File: config.mk
export PLATFORM = sky130hd
export DESIGN_NAME = tx_lane_unit
export DESIGN_NICKNAME = d
export VERILOG_FILES = /design/src/txcc_pkg.sv /design/src/tx_lane_unit.sv
export SDC_FILE = /design/constraint.sdc
export NUM_CORES = 1
export LEC_CHECK = 0
export BUFFER_PORTS_ARGS = -buffer_cell sky130_fd_sc_hd__clkbuf_2
export CORE_MARGIN = 10
export CORE_UTILIZATION = 40
export CTS_CLUSTER_DIAMETER = 80
export DETAILED_ROUTE_END_ITERATION = 10
export GPL_TIMING_DRIVEN = 0
export PLACE_DENSITY = 0.58
export SLEW_MARGIN = 20
export SYNTH_ARGS = -nofsm -noshare
export SYNTH_HDL_FRONTEND = slang
export SYNTH_SLANG_ARGS = --single-unit
File: constraint.sdc
create_clock -name sys_clk -period 2.79 [get_ports sys_clk]
set_input_delay 0.279 -clock sys_clk [delete_from_list [all_inputs] [get_ports sys_clk]]
set_output_delay 0.279 -clock sys_clk [all_outputs]
set_load 0.005 [all_outputs]
File: src/txcc_pkg.sv
// constants, register map and character codes for the transmit
// character-control block; shared by the top and the lane unit
package txcc_pkg;
  // ******************************************************
  // character timing
  // ******************************************************
  localparam int CHAR_BITS = 10;
  localparam logic [3:0] CHAR_LAST = 4'h9;
  localparam logic [3:0] SYNC_LEN_M1 = 4'hf;
  localparam int NUM_LANES = 4;

  // ******************************************************
  // character kinds carried in the two top bits of a character
  // ******************************************************
  typedef enum logic [1:0] {
    KIND_DATA = 2'b00,
    KIND_FILL = 2'b01,
    KIND_SPECIAL = 2'b10,
    KIND_PATTERN = 2'b11
  } char_kind_e;
  localparam logic [7:0] FILL_BYTE = 8'hbc;

  // ******************************************************
  // three-level selects as two-bit codes
  // ******************************************************
  localparam logic [1:0] LVL_LOW = 2'h0;
  localparam logic [1:0] LVL_MID = 2'h1;
  localparam logic [1:0] LVL_HIGH = 2'h2;

  // ******************************************************
  // transmit mode numbers
  // ******************************************************
  localparam logic [3:0] MODE_3 = 4'h3;
  localparam logic [3:0] MODE_4 = 4'h4;
  localparam logic [3:0] MODE_5 = 4'h5;
  localparam logic [3:0] MODE_6 = 4'h6;
  localparam logic [3:0] MODE_7 = 4'h7;
  localparam logic [3:0] MODE_8 = 4'h8;

  // ******************************************************
  // pattern generator
  // ******************************************************
  localparam logic [8:0] PAT_SEED = 9'h1ff;
  localparam int PAT_TAP = 4;

  // ******************************************************
  // register map
  // ******************************************************
  localparam logic [7:0] ADDR_CONFIG = 8'h00;
  localparam logic [7:0] ADDR_STATUS = 8'h04;
  localparam logic [31:0] CONFIG_RESET = 32'h0000_0005;
  localparam int CFG_MODE_LSB = 0;
  localparam int CFG_BOND_LSB = 4;
  localparam int CFG_TXCK_LSB = 6;
  localparam int CFG_RXCK_LSB = 8;
  localparam int CFG_BITS = 10;
  localparam int ST_LATCH_LSB = 0;
  localparam int ST_SYNC_LSB = 8;
  localparam int ST_TEST_LSB = 12;
  localparam logic [7:0] LATCH_PRESET = 8'hff;
endpackage

File: src/tx_lane_unit.sv
// one transmit lane: word sync sequencer, test pattern register
// and ten-bit shifter; assumes a one-cycle char_tick every
// character period from the top
`timescale 1ns/1ps
module tx_lane_unit
  import txcc_pkg::*;
(
  input wire logic sys_clk,
  input wire logic resetn,
  input wire logic char_tick,
  input wire logic start_sync,
  input wire logic interruptible,
  input wire logic hold_ok,
  input wire logic selftest_en,
  input wire logic sync_first,
  input wire logic [1:0] in_kind,
  input wire logic [7:0] in_byte,
  output logic [1:0] lane_kind,
  output logic [7:0] lane_byte,
  output logic lane_serial,
  output logic sync_active
);
  logic [3:0] sync_cnt;
  logic [8:0] pat;
  logic pre_done;
  logic [CHAR_BITS-1:0] shreg;
  logic [1:0] next_kind;
  logic [7:0] next_byte;
  logic [3:0] next_cnt;
  logic next_pre;
  logic advance;

  // ******************************************************
  // next character selection
  // ******************************************************
  always_comb begin
    next_kind = in_kind;
    // a fill character always carries the comma byte, not host data
    next_byte = (in_kind == KIND_FILL) ? FILL_BYTE : in_byte;
    next_cnt = 4'h0;
    next_pre = 1'b0;
    advance = 1'b0;
    if (selftest_en) begin
      // parallel inputs are not looked at here at all
      if (sync_cnt != 4'h0) begin
        next_kind = KIND_FILL;
        next_byte = FILL_BYTE;
        next_cnt = sync_cnt - 4'h1;
        next_pre = 1'b1;
      end else if (sync_first && pat == PAT_SEED && !pre_done) begin
        next_kind = KIND_FILL;
        next_byte = FILL_BYTE;
        next_cnt = SYNC_LEN_M1;
        next_pre = 1'b1;
      end else begin
        next_kind = pat[8] ? KIND_SPECIAL : KIND_PATTERN;
        next_byte = pat[7:0];
        advance = 1'b1;
      end
    end else if (sync_cnt != 4'h0) begin
      if (interruptible && !hold_ok && start_sync) begin
        // a fresh start condition ends the run and begins a new one
        next_kind = KIND_FILL;
        next_byte = FILL_BYTE;
        next_cnt = SYNC_LEN_M1;
      end else if (interruptible && !hold_ok) begin
        next_cnt = 4'h0;
      end else begin
        // atomic run ignores the input registers
        next_kind = KIND_FILL;
        next_byte = FILL_BYTE;
        next_cnt = sync_cnt - 4'h1;
      end
    end else if (start_sync) begin
      next_kind = KIND_FILL;
      next_byte = FILL_BYTE;
      next_cnt = SYNC_LEN_M1;
    end
  end

  // ******************************************************
  // sequencer and pattern state
  // ******************************************************
  always_ff @(posedge sys_clk) begin
    if (!resetn) begin
      sync_cnt <= 4'h0;
      pre_done <= 1'b0;
    end else if (char_tick) begin
      sync_cnt <= next_cnt;
      pre_done <= next_pre;
    end
  end

  always_ff @(posedge sys_clk) begin
    if (!resetn || !selftest_en) begin
      pat <= PAT_SEED;
    end else if (char_tick && advance) begin
      // 9-bit maximal sequence, period 511
      pat <= {pat[7:0], pat[8] ^ pat[PAT_TAP]};
    end
  end

  // ******************************************************
  // character output and shifter
  // ******************************************************
  always_ff @(posedge sys_clk) begin
    if (!resetn) begin
      lane_kind <= KIND_FILL;
      lane_byte <= FILL_BYTE;
      shreg <= {KIND_FILL, FILL_BYTE};
      lane_serial <= 1'b0;
      sync_active <= 1'b0;
    end else begin
      lane_serial <= shreg[0];
      if (char_tick) begin
        lane_kind <= next_kind;
        lane_byte <= next_byte;
        shreg <= {next_kind, next_byte};
        sync_active <= next_cnt != 4'h0 || next_kind == KIND_FILL
          && next_byte == FILL_BYTE && sync_cnt != 4'h0;
      end else begin
        shreg <= {1'b0, shreg[CHAR_BITS-1:1]};
      end
    end
  end
endmodule

; ---- Word-level counts from Yosys, hierarchy flattened
; Index checks and enable logic that the tools add are counted.
[totals]
wordCells = 61
inputBits = 18
regBits = 36
output_inout_bits = 12
[op_classes]
mux = 30
eq_ne = 4
n_bitwise = 1
add_sub_neg = 1
reduce_logical = 16
[ops]
columns = op, n
row1 = 2-to-1 mux 8 bit, 8
row2 = 2-to-1 mux 4 bit, 7
row3 = 2-to-1 mux 2 bit, 7
row4 = "== test 9 bit, second input constant", 1
row5 = 2-to-1 mux 9 bit, 1
row6 = "== test 8 bit, second input constant", 1
row7 = nonzero test 4 bit, 2
row8 = logical AND 1 bit, 7
row9 = 2-to-1 mux 1 bit, 7
row10 = "== test 2 x 1 -> 1 bit, second input constant", 2
row11 = logical NOT 1 bit, 4
row12 = "subtractor 4 x 1 -> 4 bit, second input constant", 1
row13 = logical OR 1 bit, 2
row14 = AND reduction 2 bit, 1
row15 = bitwise XOR 1 bit, 1

; ---- Logic depth before layout (Yosys ltp)
[depth]
word_depth = 10
ltp_mapped = 7
mapped_depth_nobuf = 6

; ---- Worst setup path after synthesis
; Ideal clock, no wire load.
[synth_timing]
path_kind = register to register
from = register sync_cnt[0]
to = register lane_byte[2]
setup_ps = 137
required_ps = 2653
path_buffers = 0
arrival_time_ps = 1601
setup_slack_ps = 1052
synth_period_minus_slack_ps = 1738
stages_incl_launch_ff = 7
cell_sequence = dfxtp_1 inv_1 ha_1 nor3b_2 o211ai_1 o221ai_1 nand3_1
[synth_via]
elab_chain_len = 3
elab_cells_between_ends = 4
classes_between = mux: 3 / reduce/logical: 1
[synth_lines]
columns = item, line
row1 = from (decl), tx_lane_unit.sv:23  ; logic [3:0] sync_cnt;
row2 = from (signal assigned), tx_lane_unit.sv:89  ; sync_cnt <= next_cnt;
row3 = nonzero test 4 bit *, "tx_lane_unit.sv:45, tx_lane_unit.sv:60"
row4 = "2-to-1 mux 8 bit, on equally long branches", "tx_lane_unit.sv:60, tx_lane_unit.sv:45"
row5 = 2-to-1 mux 8 bit *, tx_lane_unit.sv:43  ; if (selftest_en) begin
row6 = to (signal assigned), tx_lane_unit.sv:117  ; lane_byte <= next_byte;
row7 = to (decl), tx_lane_unit.sv:19  ; output logic [7:0] lane_byte,
; Mark *: on every way between the ends. The rest lies on a longest branch, timed or not.
; A chain may end at the register's enable or synchronous reset.

; ---- Worst setup path in the final report
[layout_timing]
from = register sync_cnt[0]
to = register shreg[7]
[layout_via]
elab_chain_len = 4
elab_cells_between_ends = 5
classes_between = mux: 4 / reduce/logical: 1
[layout_lines]
columns = item, line
row1 = nonzero test 4 bit *, "tx_lane_unit.sv:45, tx_lane_unit.sv:60"
row2 = "2-to-1 mux 8 bit, on equally long branches", "tx_lane_unit.sv:60, tx_lane_unit.sv:45"
row3 = 2-to-1 mux 8 bit *, tx_lane_unit.sv:43
row4 = 2-to-1 mux 9 bit *, tx_lane_unit.sv:115  ; if (char_tick) begin
row5 = to (signal assigned), tx_lane_unit.sv:110  ; shreg <= {KIND_FILL, FILL_BYTE};
row6 = to (signal assigned), tx_lane_unit.sv:118  ; shreg <= {next_kind, next_byte};
row7 = to (signal assigned), tx_lane_unit.sv:122  ; shreg <= {1'b0, shreg[CHAR_BITS-1:1]};
row8 = to (decl), tx_lane_unit.sv:26  ; logic [CHAR_BITS-1:0] shreg;
; Marks and branches as above.

==> impl_metrics.py <==
metrics = {
    "synth": {
        "synth_area_leaders": "dfxtp_1 (45%), nand3_1 (5.9%), nand2b_1 (5.4%)",
        "avgSynthCellArea_um2": 8.94,
        "synthArstFlopShare": 0,
        "syn-cell-area_um2": 1610,
        "ys_ff_latch": 36,
        "yosys_warnings": 0,
        "synth_cell_types": 40,
        "synth-main-ff-cell": "dfxtp_1",
        "synthTopCellsByCount": "dfxtp_1 (36), nand3_1 (19), nand2b_1 (14), o21ai_0 (13)",
        "syn_nets": 199,
        "synth-seq-area-share": 0.448,
        "netlist.area_leader.share": 0.448,
        "yosys.cell_count.top_type": "dfxtp_1",
        "yosysTopAreaCell": "dfxtp_1",
        "synth_edf_count": 0,
        "synth_cells": 180,
    },
    "drt": {
        "antenna_left": 0,
        "dr.pass1.iters": 4,
        "wirelength_um": 4290,
        "vias_per_cell": 5.79,
        "drtIter0Drc": 112,
        "wl_per_cell_um": 16.3,
        "routed-via-count": 1528,
        "drc": 0,
    },
    "sta": {
        "fin_crit_sh": 0.800,
        "relSlewSlack": 0.392,
        "tightest_slew_ns": 0.905,
        "slew_violations": 0,
        "fmax_ghz": 0.448,
        "setup_viol": 0,
        "hold_viol": 0,
        "rsz0062_at_grt": "false",
        "fin_skew_ns": 0.00991,
        "finalCriticalPeriod_ns": 2.23,
        "hold_slack_ns": 0.339,
        "tns_ns": 0,
    },
    "setup_path": {
        "start_kind": "register",
        "slowest_stage": "nor3b_2",
        "setup.worst_path.start": "sync_cnt[0]",
        "crit_required_ns": 2.92,
        "arrival_ns": 2.36,
        "timing.rr.start": "sync_cnt[0]",
        "worstPathCellList": "inv_1, ha_1, nor3b_2, o211ai_1, o221ai_1, nand3_1",
        "slowest_delay_ns": 0.53,
        "crit_type": "reg2reg",
        "path_max_fanout": 10,
        "endpoint_kind": "register",
    },
    "place": {
        "dpl.hpwl_um": 3170,
        "portBuffers": 29,
        "gp_congestion": 0.866,
        "dp.cells": 257,
    },
    "clock_tree": {
        "hold_buffers": 0,
        "clkLatencyLatePin_ns": 0.29,
        "numCtsBuffers": 5,
        "cts_resized": 0,
        "cts_max_level": 2,
        "clockRootBuffer": "clkbuf_8",
        "tritoncts": "yes",
        "clockBufferDepth": 2,
        "postCtsSetupBuffers": 0,
        "path_clk_slew_ns": 0.07,
        "clock-sinks": 36,
    },
    "power": {
        "finalPower_mw": 1.14,
        "p_sw_mw": 0.326,
        "comb_power_share": 0.188,
        "p_sw_frac": 0.287,
        "power_leakage_nw": 0.847,
        "p_clk_frac": 0.311,
        "p_int_mw": 0.810,
        "p_per_area_nw_per_um2": 601,
        "share_seq_of_total_power": 0.501,
        "vdd_drop_max_mv": 0.334,
    },
    "layout": {
        "antennaDiodeCount": 0,
        "fin_cells": 264,
        "utilization": 0.502,
        "fillCellCount": 343,
        "finalNetCount": 235,
        "area_delta_synth_final_pct": 17.6,
        "drive_gt1_frac": 0.208,
    },
    "grt": {
        "grt_pass1_wl_um": 7270,
        "grt_usage": 0.125,
        "antenna_found_initial": 0,
        "grt_pass1_vias": 1492,
        "overflow": 0,
        "grt_max_degree": 11,
    },
    "die": {
        "initial_core_util": 0.427,
        "core_um2": 3770,
        "die_x_um": 83.4,
        "floorplan.die.height_um": 83.4,
        "ioPinCount": 30,
        "num_rows": 22,
        "die-area_um2": 6960,
    },
    "hold_path": {
        "hold_start": "in_byte[3]",
        "hold_class": "in2reg",
    },
    "status": {
        "status": "complete, no violations",
    },
    "flow_run": {
        "drv_cap": 0,
    },
}
==> registers in the layout (all words and copies together), names as in the netlist <==
signal,cells
lane_byte,8
lane_kind,2
lane_serial,1
pat,9
pre_done,1
shreg,10
sync_active,1
sync_cnt,4
==> path summary, 6_finish.rpt <==
check / endpoint / slack [ns] / cells past startpoint
worst min register to register: shreg[0] / 0.43 / 1
worst min-delay path: shreg[3] / 0.34 / 3
worst max register to register: shreg[7] / 0.56 / 6
worst max-delay path: shreg[7] / 0.56 / 6
==> stage by stage <==
step | cell area [µm²] | worst slack [ns]
after floorplan | 1610 | 1.05
after global placement | 1810 | 0.646
after detailed placement | 1810 | 0.622
after CTS | 1890 | 0.603
after global routing | 1890 | 0.318
final | 1890 | 0.559
==> kinds of logic (layout without fill, tap and decap cells) <==
kind of cell / Yosys count / in the layout / synth area share
buf+inv: 17 / 53 / 0.0412
simple gates: 72 / 72 / 0.264
flops: 36 / 36 / 0.448
fa+ha+maj: 1 / 1 / 0.00777
compound gates: 53 / 53 / 0.234
xor+xnor: 1 / 1 / 0.00544
==> per-layer routing <==
| layer | vias up | track usage | part of all wire |
|---|---|---|---|
| li1 | 741 | - | - |
| met1 | 703 | 0.156 | 0.44 |
| met2 | 75 | 0.186 | 0.44 |
| met3 | 9 | 0.0547 | 0.10 |
| met4 | 0 | 0.0393 | 0.012 |
| met5 | - | 0 | 0 |
==> layout make-up <==
cell class / count / area (µm²) / share of cell area
buffer: 10 / 40.0 / 0.0212
timing repair buffer: 29 / 145 / 0.0767
sequential: 36 / 721 / 0.381
multi-input combinational: 127 / 822 / 0.435
tap: 48 / 60.1 / 0.0317
clock inverter: 1 / 5.00 / 0.00265
inverter: 7 / 26.3 / 0.0139
clock buffer: 6 / 72.6 / 0.0384
==> critical path, delay by kind of cell (launching register included) <==
family,cells,cell delay (ns)
buf+inv,1,0.06
simple gates,2,0.68
fa+ha+maj,1,0.25
flops,1,0.34
compound gates,2,0.74
==> power groups by stage <==
| stage | clock, mW | combinational (mW) | sequential [mW] |
|---|---|---|---|
| 2_1_floorplan | 0 | 0.146 | 0.577 |
| 3_3_place_gp | 0 | 0.208 | 0.579 |
| 3_5_place_dp | 0 | 0.212 | 0.581 |
| 4_1_cts | 0.358 | 0.213 | 0.569 |
| 5_1_grt | 0.383 | 0.240 | 0.573 |
| 6_report | 0.353 | 0.214 | 0.570 |
==> placed cells by master, fill, tap and decap left out, drive strengths merged, types with 2 or more instances in the layout <==
cell type  synthesis  final
a211oi             2      2
a21o               6      6
a21oi              5      5
a31oi              3      3
and2               5      5
buf                2      2
clkbuf             8     43
dfxtp             36     36
inv                7      7
nand2              8      8
nand2b            14     14
nand3             20     20
nand4              2      2
nand4b             2      2
nor2               6      6
nor2b              4      4
nor3               3      3
o211ai             2      2
o21a               2      2
o21ai             13     13
o221a              2      2
o221ai             6      6
o22ai              3      3
o311ai             5      5
Note: power is estimated with default switching activity, not from simulation.
